[src/hw/tec_pkg.sv]
// constants, types and register map of the 8-bit timer/event counter
// assumes one 125 MHz core clock and an APB master with 32-bit data
//
// Notes on behaviour
// - 8-bit up-counter, plus one per selected clock pulse or event edge.
// - passing FFH reloads from preload, raises interrupt, keeps counting.
// - write while stopped loads both the counter and the preload store.
// - write while running loads preload only; counter takes it at overflow.
// - reading count/preload address returns the live counter value, duty A in PWM mode.
// - mode field bits 7..6: 00 PWM, 01 event, 10 timer, 11 pulse width.
// - count enable bit one lets counter run, zero halts it.
// - in PWM mode the count enable position has no counting effect.
// - timer, pulse width and PWM use prescaled clock; event mode uses pin.
// - prescale select n picks prescaled clock divided by 2 to the n.
// - prescale select is ignored when the event pin clocks the counter.
// - event mode counts one per pin transition of the selected edge.
// - edge select used only in event and pulse width modes.
// - PWM control shares timer control address; duty A shares count address.
// - three duty registers A, B, C under one shared PWM control.
// - bit 5 of timer and PWM control is unimplemented, reads zero.
// - edge select zero counts rising edges, one counts falling edges.
// - pulse width: wait edge, count until pin returns, clear enable.
// - PWM enable cleared drives every PWM channel output low.
package tec_pkg;

  // ----------------------------------------
  // register byte offsets
  // ----------------------------------------
  localparam logic [7:0] TEC_OFS_COUNT = 8'h00;
  localparam logic [7:0] TEC_OFS_CTRL = 8'h04;
  localparam logic [7:0] TEC_OFS_DUTY_B = 8'h08;
  localparam logic [7:0] TEC_OFS_DUTY_C = 8'h0C;

  // ----------------------------------------
  // register select codes
  // ----------------------------------------
  localparam logic [2:0] TEC_SEL_NONE = 3'h0;
  localparam logic [2:0] TEC_SEL_COUNT = 3'h1;
  localparam logic [2:0] TEC_SEL_CTRL = 3'h2;
  localparam logic [2:0] TEC_SEL_DUTY_B = 3'h3;
  localparam logic [2:0] TEC_SEL_DUTY_C = 3'h4;

  // ----------------------------------------
  // control field positions
  // ----------------------------------------
  localparam int TEC_MODE_HI = 7;
  localparam int TEC_MODE_LO = 6;
  localparam int TEC_UNUSED_BIT = 5;
  localparam int TEC_ENABLE_BIT = 4;
  localparam int TEC_EDGE_BIT = 3;
  localparam int TEC_PSC_HI = 2;
  localparam int TEC_PSC_LO = 0;
  localparam int TEC_PWM_EN_BIT = 0;
  localparam logic [7:0] TEC_CTRL_WMASK = 8'hDF;

  // ----------------------------------------
  // reset values
  // ----------------------------------------
  localparam logic [7:0] TEC_RST_COUNT = 8'h00;
  localparam logic [7:0] TEC_RST_CTRL = 8'h00;
  localparam logic [7:0] TEC_RST_DUTY = 8'h00;
  localparam logic [6:0] TEC_RST_PSC = 7'h00;
  localparam logic [7:0] TEC_FULL_COUNT = 8'hFF;

  // ----------------------------------------
  // operating modes and pulse width states
  // ----------------------------------------
  typedef enum logic [1:0] {
    TEC_MODE_PWM = 2'b00,
    TEC_MODE_EVENT = 2'b01,
    TEC_MODE_TIMER = 2'b10,
    TEC_MODE_WIDTH = 2'b11
  } tec_mode_e;

  typedef enum logic [1:0] {
    TEC_PW_IDLE = 2'b00,
    TEC_PW_WAIT = 2'b01,
    TEC_PW_MEASURE = 2'b10
  } tec_pw_state_e;

  // ----------------------------------------
  // state of the counter core
  // ----------------------------------------
  typedef struct packed {
    logic [7:0] count;
    logic [7:0] preload;
    logic [7:0] ctrl;
    logic [7:0] duty_a;
    logic [7:0] duty_b;
    logic [7:0] duty_c;
    logic ev_prev;
    tec_pw_state_e pw_st;
    logic ovf;
    logic [2:0] pwm_out;
    logic [31:0] rdata;
  } tec_core_s;

  typedef struct packed {
    logic [6:0] div;
  } tec_psc_s;

endpackage : tec_pkg

[src/hw/tec_tick_if.sv]
// prescaler request and tick between the counter core and its divider
// assumes both ends on core_clk
`timescale 1ns/1ps
interface tec_tick_if;
  logic prescaled_clock;
  logic [2:0] psc_sel;
  logic tick;

  modport divider (input prescaled_clock, input psc_sel, output tick);
  modport core (output prescaled_clock, output psc_sel, input tick);
endinterface : tec_tick_if

[src/hw/tec_prescaler.sv]
// divider of the prescaled clock pulse by 2 to the power of psc_sel
// assumes prescaled_clock is a one-cycle enable pulse on core_clk
`timescale 1ns/1ps
module tec_prescaler (
  // clock and reset
  input wire logic core_clk,
  input wire logic rst,
  // tick request
  tec_tick_if.divider tk
);
  import tec_pkg::*;

  tec_psc_s st_ff;
  tec_psc_s nxt_st;
  logic [6:0] low_mask;

  // ----------------------------------------
  // divide by 2 to the n
  // ----------------------------------------
  always_comb begin
    nxt_st = st_ff;
    low_mask = 7'((8'h01 << tk.psc_sel) - 8'h01);
    if (tk.prescaled_clock) begin
      nxt_st.div = st_ff.div + 7'h01;
    end
  end

  // code 0 passes every pulse, code 7 every 128th
  assign tk.tick = tk.prescaled_clock &&
                   ((st_ff.div & low_mask) == low_mask);

  always_ff @(posedge core_clk or posedge rst) begin
    if (rst) begin
      st_ff.div <= TEC_RST_PSC;
    end else begin
      st_ff <= nxt_st;
    end
  end

endmodule : tec_prescaler

[src/hw/tec_core.sv]
// 8-bit timer/event counter with preload, pulse width and PWM modes
// assumes an APB master on core_clk and synchronous event pin input
`timescale 1ns/1ps
module tec_core (
  // clock and reset
  input wire logic core_clk,
  input wire logic rst,
  // apb slave
  input wire logic psel,
  input wire logic penable,
  input wire logic pwrite,
  input wire logic [7:0] paddr,
  input wire logic [31:0] pwdata,
  input wire logic [3:0] pstrb,
  output logic [31:0] prdata,
  output logic pready,
  output logic pslverr,
  // count sources
  input wire logic prescaled_clock,
  input wire logic external_event_pin,
  // events and waveforms
  output logic overflow_irq,
  output logic [2:0] pwm_channel_output
);
  import tec_pkg::*;

  tec_core_s st_ff;
  tec_core_s nxt_st;
  tec_tick_if tk ();

  // ----------------------------------------
  // address decode
  // ----------------------------------------
  function automatic logic [2:0] reg_sel(input logic [7:0] addr);
    logic [2:0] s;
    s = TEC_SEL_NONE;
    case (addr)
      TEC_OFS_COUNT: s = TEC_SEL_COUNT;
      TEC_OFS_CTRL: s = TEC_SEL_CTRL;
      TEC_OFS_DUTY_B: s = TEC_SEL_DUTY_B;
      TEC_OFS_DUTY_C: s = TEC_SEL_DUTY_C;
      default: s = TEC_SEL_NONE;
    endcase
    return s;
  endfunction : reg_sel

  // ----------------------------------------
  // prescaler
  // ----------------------------------------
  assign tk.prescaled_clock = prescaled_clock;
  assign tk.psc_sel = st_ff.ctrl[TEC_PSC_HI:TEC_PSC_LO];

  tec_prescaler u_psc (
    .core_clk(core_clk),
    .rst(rst),
    .tk(tk)
  );

  // ----------------------------------------
  // decoded control
  // ----------------------------------------
  tec_mode_e mode;
  logic t0_on;
  logic edge_sel;
  logic pwm_en;
  logic rise;
  logic fall;
  logic start_edge;
  logic end_edge;
  logic running;
  logic inc;
  logic [2:0] sel;
  logic wr;
  logic setup;
  logic [7:0] wbyte;

  assign mode = tec_mode_e'(st_ff.ctrl[TEC_MODE_HI:TEC_MODE_LO]);
  assign t0_on = st_ff.ctrl[TEC_ENABLE_BIT];
  assign edge_sel = st_ff.ctrl[TEC_EDGE_BIT];
  assign pwm_en = st_ff.ctrl[TEC_PWM_EN_BIT];
  assign rise = external_event_pin && !st_ff.ev_prev;
  assign fall = !external_event_pin && st_ff.ev_prev;
  // zero starts on falling edge in width mode, counts rising in event
  assign start_edge = edge_sel ? rise : fall;
  assign end_edge = edge_sel ? fall : rise;
  assign sel = reg_sel(paddr);
  assign setup = psel && !penable;
  assign wr = psel && penable && pwrite && pstrb[0];
  assign wbyte = pwdata[7:0];

  // enable bit is ignored in PWM mode
  assign running = (mode == TEC_MODE_PWM) ? pwm_en : t0_on;

  // ----------------------------------------
  // count source selection
  // ----------------------------------------
  always_comb begin
    case (mode)
      TEC_MODE_TIMER: inc = t0_on && tk.tick;
      TEC_MODE_EVENT: inc = t0_on && (edge_sel ? fall : rise);
      TEC_MODE_WIDTH: inc = (st_ff.pw_st == TEC_PW_MEASURE) && tk.tick;
      TEC_MODE_PWM: inc = pwm_en && tk.tick;
      default: inc = 1'b0;
    endcase
  end

  // ----------------------------------------
  // next state
  // ----------------------------------------
  always_comb begin
    nxt_st = st_ff;
    nxt_st.ev_prev = external_event_pin;
    nxt_st.ovf = 1'b0;

    // pulse width sequencer
    case (st_ff.pw_st)
      TEC_PW_IDLE: begin
        if (mode == TEC_MODE_WIDTH && t0_on) begin
          nxt_st.pw_st = TEC_PW_WAIT;
        end
      end
      TEC_PW_WAIT: begin
        if (mode != TEC_MODE_WIDTH || !t0_on) begin
          nxt_st.pw_st = TEC_PW_IDLE;
        end else if (start_edge) begin
          nxt_st.pw_st = TEC_PW_MEASURE;
        end
      end
      TEC_PW_MEASURE: begin
        if (mode != TEC_MODE_WIDTH || !t0_on) begin
          nxt_st.pw_st = TEC_PW_IDLE;
        end else if (end_edge) begin
          nxt_st.pw_st = TEC_PW_IDLE;
          nxt_st.ctrl[TEC_ENABLE_BIT] = 1'b0;
        end
      end
      default: nxt_st.pw_st = TEC_PW_IDLE;
    endcase

    // counting and overflow
    if (inc) begin
      if (st_ff.count == TEC_FULL_COUNT) begin
        nxt_st.count = st_ff.preload;
        nxt_st.ovf = 1'b1;
      end else begin
        nxt_st.count = st_ff.count + 8'h01;
      end
    end

    // software writes, shared addresses follow the mode
    if (wr) begin
      case (sel)
        TEC_SEL_COUNT: begin
          if (mode == TEC_MODE_PWM) begin
            nxt_st.duty_a = wbyte;
          end else begin
            nxt_st.preload = wbyte;
            if (!running) begin
              nxt_st.count = wbyte;
            end else if (inc && st_ff.count == TEC_FULL_COUNT) begin
              nxt_st.count = wbyte;
            end
          end
        end
        TEC_SEL_CTRL: nxt_st.ctrl = wbyte & TEC_CTRL_WMASK;
        TEC_SEL_DUTY_B: nxt_st.duty_b = wbyte;
        TEC_SEL_DUTY_C: nxt_st.duty_c = wbyte;
        default: nxt_st.ctrl = nxt_st.ctrl;
      endcase
    end

    // read data captured in the setup cycle
    if (setup) begin
      nxt_st.rdata = 32'h0000_0000;
      case (sel)
        TEC_SEL_COUNT: begin
          nxt_st.rdata[7:0] = (mode == TEC_MODE_PWM) ? st_ff.duty_a :
                              st_ff.count;
        end
        TEC_SEL_CTRL: nxt_st.rdata[7:0] = st_ff.ctrl & TEC_CTRL_WMASK;
        TEC_SEL_DUTY_B: nxt_st.rdata[7:0] = st_ff.duty_b;
        TEC_SEL_DUTY_C: nxt_st.rdata[7:0] = st_ff.duty_c;
        default: nxt_st.rdata = 32'h0000_0000;
      endcase
    end

    // simple compare waveform per channel
    if (mode == TEC_MODE_PWM && pwm_en) begin
      nxt_st.pwm_out[0] = st_ff.count < st_ff.duty_a;
      nxt_st.pwm_out[1] = st_ff.count < st_ff.duty_b;
      nxt_st.pwm_out[2] = st_ff.count < st_ff.duty_c;
    end else begin
      nxt_st.pwm_out = 3'h0;
    end
  end

  // ----------------------------------------
  // state register
  // ----------------------------------------
  always_ff @(posedge core_clk or posedge rst) begin
    if (rst) begin
      st_ff.count <= TEC_RST_COUNT;
      st_ff.preload <= TEC_RST_COUNT;
      st_ff.ctrl <= TEC_RST_CTRL;
      st_ff.duty_a <= TEC_RST_DUTY;
      st_ff.duty_b <= TEC_RST_DUTY;
      st_ff.duty_c <= TEC_RST_DUTY;
      st_ff.ev_prev <= 1'b0;
      st_ff.pw_st <= TEC_PW_IDLE;
      st_ff.ovf <= 1'b0;
      st_ff.pwm_out <= 3'h0;
      st_ff.rdata <= 32'h0000_0000;
    end else begin
      st_ff <= nxt_st;
    end
  end

  // ----------------------------------------
  // outputs
  // ----------------------------------------
  assign prdata = st_ff.rdata;
  assign pready = 1'b1;
  assign pslverr = psel && penable && (sel == TEC_SEL_NONE);
  assign overflow_irq = st_ff.ovf;
  assign pwm_channel_output = st_ff.pwm_out;

endmodule : tec_core

[config.mk]
export PLATFORM = sky130hd
export DESIGN_NAME = tec_core
export DESIGN_NICKNAME = d
export VERILOG_FILES = /design/src/hw/tec_pkg.sv /design/src/hw/tec_tick_if.sv /design/src/hw/tec_prescaler.sv /design/src/hw/tec_core.sv
export SDC_FILE = /design/constraint.sdc
export NUM_CORES = 1
export LEC_CHECK = 0
export ABC_AREA = 0
export BUFFER_PORTS_ARGS = -buffer_cell sky130_fd_sc_hd__buf_2
export CAP_MARGIN = 25
export CORE_MARGIN = 1.5
export CORE_UTILIZATION = 28
export CTS_CLUSTER_SIZE = 14
export DETAILED_ROUTE_END_ITERATION = 6
export GPL_ROUTABILITY_DRIVEN = 0
export PLACE_DENSITY = 0.53
export SLEW_MARGIN = 30
export SYNTH_ARGS = -nofsm -noshare
export SYNTH_HDL_FRONTEND = slang
export SYNTH_HIERARCHICAL = 1
export SYNTH_SLANG_ARGS = --single-unit
[constraint.sdc]
create_clock -name core_clk -period 3.2 [get_ports core_clk]
set_input_delay 0.64 -clock core_clk [delete_from_list [all_inputs] [get_ports core_clk]]
set_output_delay 0.64 -clock core_clk [all_outputs]
set_load 0.02 [all_outputs]
; After elaboration in Yosys (flattened, before gate mapping)
; Index checks and enable logic that the tools add are counted.
[word_totals]
register_bits = 69
mem_count = 0
mem_bits_ro = 0
ram_bits = 0
latch_bits = 0
elab_cells = 101
[op_classes]
n_mux = 31
div_mod_pow = 0
n_eq_ne = 18
n_mul = 0
addsub = 3
reduce_logical = 30
magnitude_cmp = 3
bitwise = 2
shift = 1
[ops]
columns = cell, count
row1 = 8-bit two-way mux, 10
row2 = 48-bit two-way mux, 1
row3 = 16-bit two-way mux, 2
row4 = 8-bit one-hot mux with 4 select lines, 1
row5 = 8-bit < comparator, 3
row6 = 8-bit by 4-bit == test with 1-bit output (second input constant), 2
row7 = 1-bit logical AND, 15
row8 = 3-bit one-hot mux with 4 select lines, 1
row9 = 2-bit two-way mux, 5
row10 = 3-bit AND reduction, 3
row11 = 8-bit by 1-bit adder with 8-bit output (second input constant), 1
row12 = 8-bit by 3-bit == test with 1-bit output (second input constant), 1
row13 = 8-bit == test (second input constant), 1
row14 = 8-bit logical NOT, 1
row15 = 1-bit two-way mux, 8
row16 = 7-bit by 1-bit adder with 7-bit output (second input constant), 1
row17 = 7-bit AND, 1
row18 = 7-bit == test, 1
row19 = 1-bit by 3-bit << shifter with 7-bit output (first input constant), 1
row20 = 7-bit by 1-bit subtractor with 7-bit output (second input constant), 1
row21 = 2-bit == test (second input constant), 3
row22 = 3-bit by 2-bit == test with 1-bit output (second input constant), 2
row23 = 2-bit one-hot mux with 3 select lines, 1
row24 = 2-bit AND reduction, 3
row25 = 13 further kinds, 19

; Depth between registers and ports, before layout
; Gate-level depths: netlist (run 1).
[depth]
ltp_word = 13
depth_mapped = 11

; Hierarchy
; The synthesis (run 1) kept the hierarchy.
[modules_own_cells]
columns = module, instances, area_per_inst_um2, cells_per_inst
row1 = tec_core, 1, 3819.9, 354
row2 = tec_prescaler, 1, 349.1, 33

; Worst setup path after synthesis (run 1)
; No wires, ideal clock.
[synth_timing]
path_type = input-to-reg
from = in paddr[1]
to = reg st_ff[79] (netlist name)
setup_slack_ns = 0.756
path_buffers = 1
setup_time_ns = 0.125
t_arrival_ns = 2.319
path_stages = 7
required_time_ns = 3.075
cell_sequence = nor4_1 nand2_1 or2_4 or4_4 buf_6 nor2_8 mux2_4
[synth_rtl]
columns = item, line_no
row1 = start: declaration, tec_core.sv:12  ; input wire logic [7:0] paddr,
row2 = end signal: assignment, tec_core.sv:214  ; st_ff <= nxt_st;
row3 = end: declaration, tec_core.sv:27  ; tec_core_s st_ff;

==> results by stage, run 1 <==
Timing:
- The measured slew at the worst slew-check pin is roughly 570 ps.
- The number of max-slew violations in the final report is 0.
- The final clock period utilization by the worst path is between 70 and 80%.
- Setup violations remaining at the end of the flow were counted as 0.
- The clock arrives with about 5.3 ps of skew.
- The minimum setup slack in the final design is around 670 ps.
- The summed negative setup slack over all endpoints is 0 ps.
- The maximum frequency from static timing analysis is ~390 MHz.
- The final hold slack is approximately 240 ps.
- The headroom to the max-slew limit is 62.0%.
- The clock period could shrink to approximately 2500 ps.
- The count of final hold-check violations is 0.
- Setup repair after global routing left no endpoint under its margin.

Pwr:
- The leakage power figure is approximately 2.3 nW.
- The power consumption is ~0.0024 W.
- The peak supply drop is 0.198 mV.
- The power density normalized to cell area is around 500 nW/um^2.
- In this run switching power makes up around a quarter of total power.
- The switching power summed over all nets is 0.000598 W.
- The internal portion of the total power is around 0.0018 W.
- The fraction of power consumed by the clock network is between 40 and 50%.
- The proportion of power drawn by combinational gates is a little under an eighth.
- Sequential cells burn between 40% and 50% of the power.

Clocking:
- The register clock-pin slew on the reported worst setup and hold paths is about 60 ps.
- The number of resized instances in the post-cts repair step is 0.
- Buffers inserted to repair hold after CTS numbered 0.
- The worst-skew pair later-pin latency is 330 ps.
- Buffers inserted during clock tree synthesis total 9.
- For this design, the sink count on the clock tree is between 60 and 70.
- The number of buffers between clock root and the deepest sink is 2.
- The cell at the root of the clock tree is clkbuf_16.
- The maximum level of the CTS H-tree is 3.
- The CTS tree is yes.
- The number of setup buffers added after CTS is 0.

Global route:
- Entering global routing, the biggest net connects 63 pins.
- The wire length of the first global-routing pass is 14600 um.
- The via count of the first global-routing pass is roughly 2900.
- The number of antenna violations at the first check in global routing is 0.
- The overall routing resource usage is between 10% and 20%.
- Summed over all layers, the global routing overflow is 0.

Final layout:
- The antenna cell count is 0.
- The finished cells cover around 4700 um^2.
- The synthesis-to-layout area growth is 12.6%.
- The layout has about 1500 filler cells.
- In the final layout, the share of cells above drive strength 1 is 27.8%.
- The number of nets at the end of the flow is between 400 and 500.

Floorplanning:
- The starting utilization of the core area is 28.7%.
- Row generation in the floorplan step produced 44 rows.
- The placeable core area is 14500 um^2.
- The floorplan step set the die height to 125 um.
- The die width is about 130 um.
- Pin placement for this block handled between 80 and 90 I/O pins.
- The area of the die is between 15000 and 20000 um^2.

Setup path:
- The kind of launch point of the worst setup path is a flop.
- In this run the critical register-to-register path is launched from st_ff[65].
- In this run the register-to-register setup slack is around 670 ps.
- The critical path starts at st_ff[65].
- At the worst endpoint, the arrival time is around 2800 ps.
- The required time of the critical path is 3420 ps.
- The worst setup path is captured at a flop.
- Of all nets on the critical path, the largest fanout is 8.
- The worst setup path is of the reg2reg kind.

Drt:
- The aggregate routed wire length is roughly 8700 um.
- The number of detailed-route iterations in the first pass is 4.
- The post-detailed-route via-to-cell ratio is ~4.7.
- In this run the remaining antenna-violating nets after routing total 0.
- The first-iteration detailed-routing DRC count is about 150.
- The via count is about 2800.
- The routed wire length per instance is roughly 14 um.
- The detailed-route DRC error count is 0.

Yosys:
- The compound-gate portion of the synthesized area is between 10% and 20%.
- The number of enable flip-flop cells after synthesis is 0.
- The number of instances in the synthesized netlist is 387.
- The post-synthesis xor/xnor area fraction is 1.26%.
- The simple-gate area share of the yosys netlist is 11.0%.
- Summing the areas of all fa, ha and maj instances in the mapped netlist gives 7.80% of the synthesized area.
- The main flop type after synthesis is dfrtp_1.
- Synthesis inferred a little under 70 register bits.
- The netlist uses 54 different library cells.
- Of the post-synthesis cell area, the part taken by muxes is between 10% and 20%.
- The mapped cell area is about 4200 um^2.
- The average cell area after synthesis is 10.8 um^2.
- Of the synthesized area, sequential elements account for 41.4%.
- The combinational family with the most area after synthesis is multiplexers.
- Of all flip-flops after synthesis, the portion carrying an async set or reset was 100%.
- Yosys printed 6 warnings.

Run:
- Max-cap violations in this run came to 0.

Outcome:
- The run finished with clean final reports.

Place:
- Detailed placement ended at an HPWL of roughly 6500 um.
- The area after detailed placement is about 4400 um^2.
- Timing analysis after detailed placement gives a worst setup slack of between 500 and 600 ps.
- The quantity of I/O buffers inserted on ports is 36.

Worst hold path:
- The class of the tightest hold or removal check is in2async.
-- final cells by class --
type,instances,area [um^2],area share [%]
flip-flops and latches,69,1730,36.8
multi-input cells,264,2080,44.2
clock buffers,10,239,5.09
well taps,184,230,4.90
repair buffers,41,230,4.90
clock inverters,6,86.3,1.84
inverters,28,105,2.24
-- cell usage in the layout, fill, tap and decap left out, types with 4 or more instances in the layout --
master     count
dfrtp_1       69
buf_2         36
nand2_1       35
mux2_2        31
inv_1         27
o21ai_0       27
ha_1          26
conb_1        25
nor2_1        12
clkbuf_16      9
a22o_1         8
mux2_4         8
mux4_2         7
a21oi_1        7
a21o_1         7
nand2b_1       6
nand4_1        5
mux2i_1        5
nor4_1         4
and3_2         4
a41oi_1        4
a211oi_1       4
buf_4          4
-- power by group through the flow --
stage / clock network [W] / registers, W / logic [W]
after floorplan: 0 / 0.000994 / 0.000239
after global placement: 0 / 0.00101 / 0.000266
after detailed placement: 0 / 0.00102 / 0.000275
after CTS: 0.00111 / 0.00100 / 0.000277
after global routing: 0.00114 / 0.00101 / 0.000307
final: 0.00108 / 0.00100 / 0.000273
-- sequential cells by signal (all words and copies together) (netlist names) --
name                cells
u_psc/st_ff             7
edge_sel                1
pwm_channel_output      3
mode                    2
prdata                  8
overflow_irq            1
pwm_en                  1
st_ff                  46
-- per-stage QoR --
stage / instances / util [%]
floorplan: 410 / -
global placement: 586 / 30.1
detailed placement: 586 / 30.1
CTS: 602 / 32.3
global route: 602 / 32.3
finish: 602 / 32.3
-- critical path: stages (launching register included) --
cell and delay (ps):
dfrtp_1 420, inv_1 90, o21ai_1 60, a21o_1 190
a221oi_2 300, nor3b_1 230, a32o_1 330, a22oi_1 220
nor2_8 250, mux2_4 320
-- layer usage --
layer / GRT usage, % / vias to the layer above / routed length (um) / share of wire [%]
li1: - / 1370 / - / -
met1: 14.9 / 1377 / 3940 / 45
met2: 19.4 / 55 / 4240 / 49
met3: 3.17 / 16 / 372 / 4.3
met4: 4.81 / 0 / 160 / 1.8
met5: 0 / - / 0 / 0
-- synth_stat cells (all sizes together) (2+ instances only) --
library cell | count | area share, %
a211oi | 4 | 0.72
a21o | 7 | 1.3
a21oi | 7 | 0.84
a22o | 9 | 1.9
a41oi | 4 | 0.84
and3 | 5 | 0.87
buf | 42 | 7.3
clkbuf | 6 | 0.78
conb | 2 | 0.18
dfrtp | 69 | 41
ha | 26 | 7.8
inv | 28 | 2.5
mux2 | 39 | 11
mux2i | 5 | 1.2
mux4 | 7 | 3.8
nand2 | 36 | 3.3
nand2b | 6 | 0.90
nand3 | 3 | 0.36
nand3b | 2 | 0.36
nand4 | 5 | 0.75
nor2 | 13 | 1.6
nor3b | 2 | 0.36
nor4 | 4 | 0.60
o21ai | 28 | 3.4
o311ai | 3 | 0.63
or4 | 4 | 0.81
xnor2 | 3 | 0.63
xor2 | 3 | 0.63
-- cells by family after synthesis --
logic type      Yosys count
mux                      51
other cells               2
buf+inv                  77
simple gates             86
compound gates           70
flops                    69
fa+ha+maj                26
xor+xnor                  6
-- final timing paths --
kind | endpoint | cells after the start
setup / recovery | st_ff[81] | 9
hold / removal | u_psc/st_ff[6] | 2
setup reg to reg | st_ff[81] | 9
hold reg to reg | u_psc/st_ff[5] | 1
max in group asynchronous | st_ff[73] | 3
min in group core_clk | st_ff[38] | 1
(Power assumes the default switching activity.)
==> run 2: changes to the inputs <==
--- a/config.mk
+++ b/config.mk
@@ -5,7 +5,7 @@
 export SDC_FILE = /design/constraint.sdc
 export NUM_CORES = 1
 export LEC_CHECK = 0
-export ABC_AREA = 0
+export ABC_AREA = 1
 export BUFFER_PORTS_ARGS = -buffer_cell sky130_fd_sc_hd__buf_2
 export CAP_MARGIN = 25
 export CORE_MARGIN = 1.5
@@ -13,7 +13,7 @@
 export CTS_CLUSTER_SIZE = 14
 export DETAILED_ROUTE_END_ITERATION = 6
 export GPL_ROUTABILITY_DRIVEN = 0
-export PLACE_DENSITY = 0.53
+export PLACE_DENSITY = 0.54
 export SLEW_MARGIN = 30
 export SYNTH_ARGS = -nofsm -noshare
 export SYNTH_HDL_FRONTEND = slang
==> constraint.sdc (replaced) <==
create_clock -name core_clk -period 2.14 [get_ports core_clk]
set_input_delay 0.428 -clock core_clk [delete_from_list [all_inputs] [get_ports core_clk]]
set_output_delay 0.428 -clock core_clk [all_outputs]
set_load 0.02 [all_outputs]
==> run 2 against run 1 <==
Effect of this change:
- global-route usage grew 1.4 points
- via count rose by 26%
- maximum frequency is 33% higher
- routed wire length up 17%
- sequential share of layout area down 3.2 points
- combinational power up 44%
- cell area is 9.7% higher
- register-to-register slack got worse by 430 ps
- worst setup slack worse by 430 ps
- critical path type unchanged
- critical endpoint is now prdata[6]
- largest cell class unchanged
- highest routed layer unchanged
==> results by stage, run 2 <==
Outcome:
- The run finished with clean final reports.

Drt:
- The first-iteration detailed-routing DRC count is 178 (+20%).
- The detailed-route DRC error count was 0 (unchanged).
- The aggregate routed wire length is 10200 um (+17%).
- The number of antenna-violating nets in the routed design was 0 (unchanged).
- The routed wire length per instance came to 12.1 um (-16%).
- The post-detailed-route via-to-cell ratio was 4.22 (-9.7%).
- The number of detailed-route iterations in the first pass is 4 (unchanged).
- The via count is 3553 (+26%).

Final layout:
- The non-filler instance count after layout is 841 (+40%).
- The number of fillers in the final layout is 1716 (+13%).
- The ratio of cells with drive above 1 in the final layout was 17.1% (-11 points).
- The flip-flop count of the largest register after layout is 46 (unchanged).
- The register with the highest flop count is st_ff.
- Relative to the synthesized area, the layout overhead comes to 14.5%.
- The number of nets at the end of the flow is 697 (+42%).
- The most common library cell in the layout ignoring fill and taps is nand2_1.
- The library cells used most frequently in the layout, excluding fill and tap cells, are nand2_1, inv_1, dfrtp_1.
- The antenna cell count is 0 (unchanged).

Timing:
- The maximum frequency from static timing analysis is 525 MHz (+33%).
- The number of max-slew violations in the final report is 0 (unchanged).
- The count of final hold-check violations is 0 (unchanged).
- The count of endpoints failing setup in the final report is 0 (unchanged).
- The summed negative setup slack over all endpoints is 0 ps (unchanged).
- Setup repair after global routing left no endpoint under its margin.
- The worst clock skew is 6.45 ps (+1.12 ps).
- The minimum setup slack in the final design is 235 ps (-430 ps).
- The post-layout minimum cycle time is 1900 ps (-630 ps).
- The final clock period utilization by the worst path is 89.0% (+9.8 points).

Setup path:
- The most numerous cell on the critical path is o21ai_0.
- The cell type of the slowest stage on the worst timing path is dfrtp_1.
- The endpoint arrival time on the critical path came to 2120 ps (-630 ps).
- The instance count on the critical path was 8 (-1).
- The worst stage delay on the critical path is 380 ps (-40 ps).
- The number of cells traversed by the worst register-to-register path is 8 (-1).
- The critical path goes through inv_1 -> ha_1 -> buf_4 -> o21ai_0 -> nand2_1 -> o21ai_0 -> o21ai_0 -> nand2_1.
- The kind of launch point of the worst setup path is a flop.
- The sum of buffers and inverters on the critical path was 2 (+1).
- The required time of the critical path is 2360 ps (-1060 ps).
- The worst setup path is captured at a flop.
- The kind of critical path is reg2reg.
- The maximum net fanout on the critical path was 15 (+7).
- The cell family contributing the most delay on the critical path is compound AO/OA/AOI/OAI gates.

Yosys:
- The mapped cell area is 4500 um^2 (+7.9%).
- The number of enable flip-flop cells after synthesis is 0 (unchanged).
- The main flop type after synthesis is dfrtp_1.
- The number of warnings reported in the yosys synthesis log is 6 (unchanged).
- The number of register bits inferred by synthesis was 69 (unchanged).
- By area the synthesized netlist is led by dfrtp_1, nand2_1, ha_1, inv_1, buf_4.
- The fraction of synthesized cell area taken by the top area cell type is 38.4% (-3.0 points).
- The share of synthesized registers carrying an async set or reset is 100% (unchanged).
- The number of instances in the synthesized netlist is 583 (+51%).
- After synthesis, the most frequently instantiated cells are nand2_1, inv_1, dfrtp_1, o21ai_0, nand3_1.
- The share of the yosys chip area belonging to registers came to 38.4% (-3.0 points).
- The average cell area after synthesis came to 7.72 um^2 (-28%).
- The count of cell types in the netlist came to 36 (-33%).
- Of all cell types, the one taking the most synthesized area is dfrtp_1.
- Yosys instantiated no cell more often than nand2_1.

Place:
- The post-placement worst setup slack is 217 ps (-287 ps).
- The placed instance count was 825 (+41%).
- The quantity of I/O buffers inserted on ports is 36 (unchanged).
- The detailed placement HPWL is 7850 um (+21%).

Global route:
- The wire length of the first global-routing pass is 17000 um (+16%).
- The pin count of the biggest net entering global routing came to 63 (unchanged).
- The number of antenna violations at the first check in global routing is 0 (unchanged).
- The overall routing resource usage is 13.3% (+1.4 points).
- The residual overflow from global routing is 0 (unchanged).
- The via count of the first global-routing pass came to 3342 (+17%).

Clocking:
- The hold buffer count at CTS was 0 (unchanged).
- The CTS tree is yes.
- The cell at the root of the clock tree is clkbuf_16.
- The number of buffers created by CTS is 9 (unchanged).
- The number of setup buffers added after CTS is 0 (unchanged).
- The worst-skew pair later-pin latency is 330 ps (about the same).
- The number of buffers between clock root and the deepest sink was 2 (unchanged).
- The register clock-pin slew on the reported worst setup and hold paths is 60 ps (about the same).
- The number of resized instances in the post-cts repair step was 0 (unchanged).
- The clock sink count is 69 (unchanged).
- The maximum level of the CTS H-tree is 3 (unchanged).

Floorplanning:
- The area of the die came to 16800 um^2 (+7.7%).
- The number of placement rows is 46 (+4.5%).
- The placeable core area is 15800 um^2 (+8.5%).
- The I/O pin count is 89 (unchanged).
- The height of the chip is 130 um (+3.8%).
- The starting utilization of the core area came to 28.5% (-0.16 points).
- The die width is 130 um (+3.8%).

Pwr:
- The peak supply drop is 0.447 mV (+130%).
- The power consumption is 0.00347 W (+47%).
- The power density normalized to cell area was 673 nW/um^2 (+34%).
- The leakage power figure came to 2.58 nW (+11%).

Worst hold path:
- The path class of the tightest hold or removal check is in2async.

Run:
- The max-cap check violation count was 0 (unchanged).
==> run 2: cell count changes after synthesis, moves of 8 or more <==
cell	change
a22o_1	-8
inv_1	+49
mux2_2	-30
mux2_4	-8
nand2_1	+129
nand3_1	+38
o21ai_0	+22
o21ai_1	+15
o21ai_2	+11
==> run 2: cells by family (layout without fill, tap and decap cells) <==
kind of cell	after synthesis	count (layout)	synth area share [%]
AO/OA/AOI/OAI	96	96	12.0
buffers and inverters	130	149	14.7
flip-flops	69	69	38.4
multiplexers	1	1	0.250
AND/OR/NAND/NOR	252	252	25.9
adder cells (fa/ha/maj)	26	26	7.23
other	2	25	0.167
XOR/XNOR	7	7	1.36
==> run 2: worst paths after layout <==
path,end,slack [ps],start
hold / removal,u_psc/st_ff[3],30,rst
hold reg to reg,st_ff[36],460,st_ff[36]
setup / recovery,prdata[6],240,mode[1]
max in group asynchronous,st_ff[43],1680,rst
setup reg to reg,prdata[6],240,mode[1]
min in group core_clk,st_ff[38],240,external_event_pin
==> run 2: routing by layer <==
metal | share of wire [%] | GRT usage [%] | vias up
met1 | 50 | 18.1 | 1612
met5 | 0 | 0 | -
met3 | 4.1 | 3.44 | 14
met2 | 44 | 20.3 | 55
li1 | - | - | 1872
met4 | 2.0 | 4.97 | 0
==> run 2: cell type report <==
class	count	area [um^2]	area share, %
repair buffers	50	310	6.03
clock inverters	4	70.1	1.36
clock buffers	12	256	4.98
inverters	83	317	6.15
well taps	216	270	5.25
multi-input cells	407	2200	42.7
flip-flops and latches	69	1730	33.5
==> run 2: report_power, final <==
group / total (W) / internal, W / switching [W]
combinational: 0.000394 / 0.000134 / 0.000259
sequential: 0.00145 / 0.00138 / 0.0000652
clock: 0.00162 / 0.00108 / 0.000543
==> run 2: stage by stage <==
step | instance area (um^2) | utilization [%] | hold WS [ps]
6_report | 5150 | 32.6 | 28.4
2_1_floorplan | 4580 | - | 231
4_1_cts | 5150 | 32.6 | 25.1
5_1_grt | 5150 | 32.6 | 42.7
3_3_place_gp | 4820 | 30.6 | 388
3_5_place_dp | 4820 | 30.6 | 389
==> run 3: changes to the inputs <==
--- a/config.mk
+++ b/config.mk
@@ -5,7 +5,6 @@
 export SDC_FILE = /design/constraint.sdc
 export NUM_CORES = 1
 export LEC_CHECK = 0
-export ABC_AREA = 1
 export BUFFER_PORTS_ARGS = -buffer_cell sky130_fd_sc_hd__buf_2
 export CAP_MARGIN = 25
 export CORE_MARGIN = 1.5
==> run 3 against run 2 <==
Effect of this change:
- the run now ends with negative setup slack left
- non-clock buffer count grew 29
- sequential cell count is the same
- combinational power grew 47%
- utilization grew 1.8 points
- routed wire length shrank 8.6%
- worst setup slack lost 370 ps
- die area shrank 7.2%
- first-iteration DRC count shrank 22%
- total power grew 3.4%
- critical path type unchanged
- critical endpoint is now st_ff[80]
==> results by stage, run 3 (synthesis results as in run 1) <==
Timing:
- Setup repair after global routing could not meet its margin everywhere.
- The worst clock skew came to 7.10 ps (+0.648 ps).
- The minimum setup slack in the final design is -138 ps (-373 ps).
- The summed negative setup slack over all endpoints is -1080 ps (-1080 ps).
- The maximum frequency from static timing analysis came to 439 MHz (-16%).
- The final clock period utilization by the worst path is 106% (+17 points).
- The count of final hold-check violations is 0 (unchanged).
- The count of endpoints failing setup in the final report was 8 (+8).
- The number of max-slew violations in the final report is 0 (unchanged).
- The post-layout minimum cycle time is 2280 ps (+373 ps).

Setup path:
- In this design, the largest share of critical-path delay is due to compound AO/OA/AOI/OAI gates.
- The maximum net fanout on the critical path is 8 (-7).
- The kind of critical path is reg2reg.
- The endpoint arrival time on the critical path is 2500 ps (+380 ps).
- The sum of buffers and inverters on the critical path is 0 (-2).
- The cell type of the slowest stage on the worst timing path is dfrtp_1.
- Walking the worst path, the cells encountered are nand2_2 -> a211o_1 -> a221oi_2 -> nor3b_2 -> a32o_2 -> a22oi_2 -> nor2_8 -> mux2_4.
- The worst stage delay on the critical path came to 380 ps (about the same).
- The kind of launch point of the worst setup path is a flop.
- The required time of the critical path came to 2370 ps (about the same).
- STA classifies the critical path endpoint as a flop.

Clocking:
- The worst-skew pair later-pin latency was 340 ps (about the same).
- The number of buffers between clock root and the deepest sink is 2 (unchanged).
- The number of buffers created by CTS came to 9 (unchanged).
- CTS placed an instance of clkbuf_16 at the clock tree root.
- TritonCTS built the clock tree.
- The maximum level of the CTS H-tree is 3 (unchanged).
- The register clock-pin slew on the reported worst setup and hold paths is 60 ps (about the same).
- The clock sink count came to 69 (unchanged).

Global route:
- The number of antenna violations at the first check in global routing is 0 (unchanged).
- The wire length of the first global-routing pass was 15500 um (-8.7%).
- The pin count of the biggest net entering global routing is 63 (unchanged).
- The via count of the first global-routing pass was 3086 (-7.7%).
- The overall routing resource usage is 12.7% (-0.62 points).
- The residual overflow from global routing is 0 (unchanged).

Final layout:
- Counting flops per register, the top entry is st_ff.
- In the layout the commonest cells are dfrtp_1, buf_4, buf_2.
- Relative to the synthesized area, the layout overhead comes to 20.1%.
- The number of fillers in the final layout is 1483 (-14%).
- Leaving out fill and tap cells, the most frequent cell in the layout is dfrtp_1.
- The flip-flop count of the largest register after layout is 46 (unchanged).
- The number of nets at the end of the flow is 528 (-24%).
- The ratio of cells with drive above 1 in the final layout was 34.9% (+18 points).
- The antenna cell count is 0 (unchanged).

Floorplanning:
- The die width is 125 um (-3.6%).
- The height of the chip came to 125 um (-3.6%).
- The placeable core area is 14500 um^2 (-7.8%).
- The starting utilization of the core area is 28.7% (+0.16 points).
- The number of placement rows came to 44 (-4.3%).
- The I/O pin count is 89 (unchanged).
- The area of the die was 15600 um^2 (-7.2%).

Place:
- The post-placement worst setup slack was -280 ps (-497 ps).
- The detailed placement HPWL is 7030 um (-11%).
- The quantity of I/O buffers inserted on ports is 36 (unchanged).

Pwr:
- The switching power share of the total is 26.0% (+1.0 points).
- The proportion of power drawn by combinational gates was 16.2% (+4.8 points).
- The power density normalized to cell area is 715 nW/um^2 (+6.3%).
- The switching power summed over all nets was 0.000933 W (+7.6%).
- The peak supply drop is 0.476 mV (+6.5%).
- The sequential power share is 40.8% (-1.0 points).
- The total internal power was 0.00265 W (+2.0%).
- The fraction of power consumed by the clock network came to 43.0% (-3.8 points).
- The leakage power figure is 2.53 nW (-2.0%).
- The power consumption is 0.00358 W (+3.4%).

Outcome:
- The run finished, with violations left.
- The checks that failed: negative setup slack.

Worst hold path:
- The class of the tightest hold or removal check is in2async.

Drt:
- The routed wire length per instance is 14.6 um (+20%).
- The number of detailed-route iterations in the first pass is 4 (unchanged).
- The post-detailed-route via-to-cell ratio came to 4.65 (+10%).
- The aggregate routed wire length is 9340 um (-8.6%).
- The first-iteration detailed-routing DRC count is 139 (-22%).
- The number of antenna-violating nets in the routed design was 0 (unchanged).
- The detailed-route DRC error count is 0 (unchanged).
- The via count is 2979 (-16%).

Run:
- The max-cap check violation count is 0 (unchanged).
==> run 3: power by group through the flow <==
stage	Combinational, W	Sequential (W)	Clock, W
finish	0.000579	0.00146	0.00154
global route	0.000654	0.00147	0.00165
CTS	0.000590	0.00146	0.00158
detailed placement	0.000570	0.00149	0
global placement	0.000556	0.00148	0
floorplan	0.000358	0.00149	0
==> run 3: worst register-to-register path, stage by stage, from the launching register on <==
cell	delay [ps]
dfrtp_1	380
nand2_2	60
a211o_1	270
a221oi_2	310
nor3b_2	230
a32o_2	220
a22oi_2	130
nor2_8	220
mux2_4	320
==> run 3: what timing repair did <==
action	4_1_cts	5_1_grt
pin swaps	5	2
setup endpoints to repair	8	8
gates resized for setup	3	2
setup buffers	2	0
hold buffers	0	0
endpoints found under the hold margin	0	0
==> run 3: through the flow <==
step / std cells / hold WS, ps / instance area (um^2) / util [%]
5_1_grt: 640 / 44.7 / 5010 / 34.5
6_report: 640 / 26.2 / 5010 / 34.5
3_3_place_gp: 622 / 389 / 4660 / 32.1
4_1_cts: 640 / 26.4 / 5000 / 34.4
2_1_floorplan: 410 / 231 / 4280 / -
3_5_place_dp: 622 / 399 / 4660 / 32.1
==> run 3: cell type report <==
class	instances	area, um^2	area share, %
clock buffers	11	253	5.05
clock inverters	5	58.8	1.17
inverters	28	105	2.10
multi-input cells	264	2110	42.2
flip-flops and latches	69	1730	34.5
well taps	184	230	4.60
repair buffers	79	523	10.4
==> run 3: final timing paths <==
check,startpoint,cells after the start,slack (ps),endpoint
worst max-delay path,u_psc/st_ff[4],8,-140,st_ff[80]
worst min-delay path,rst,2,30,u_psc/st_ff[5]
worst max register to register,u_psc/st_ff[4],8,-140,st_ff[80]
worst min register to register,st_ff[37],1,490,st_ff[36]
max in group asynchronous,rst,3,1720,st_ff[74]
min in group core_clk,external_event_pin,1,220,st_ff[38]
==> run 3: layer usage <==
layer,GRT usage [%],wire length (um)
met3,4.19,378
met1,15.2,4190
met5,0,0
met2,21.2,4580
met4,4.95,200
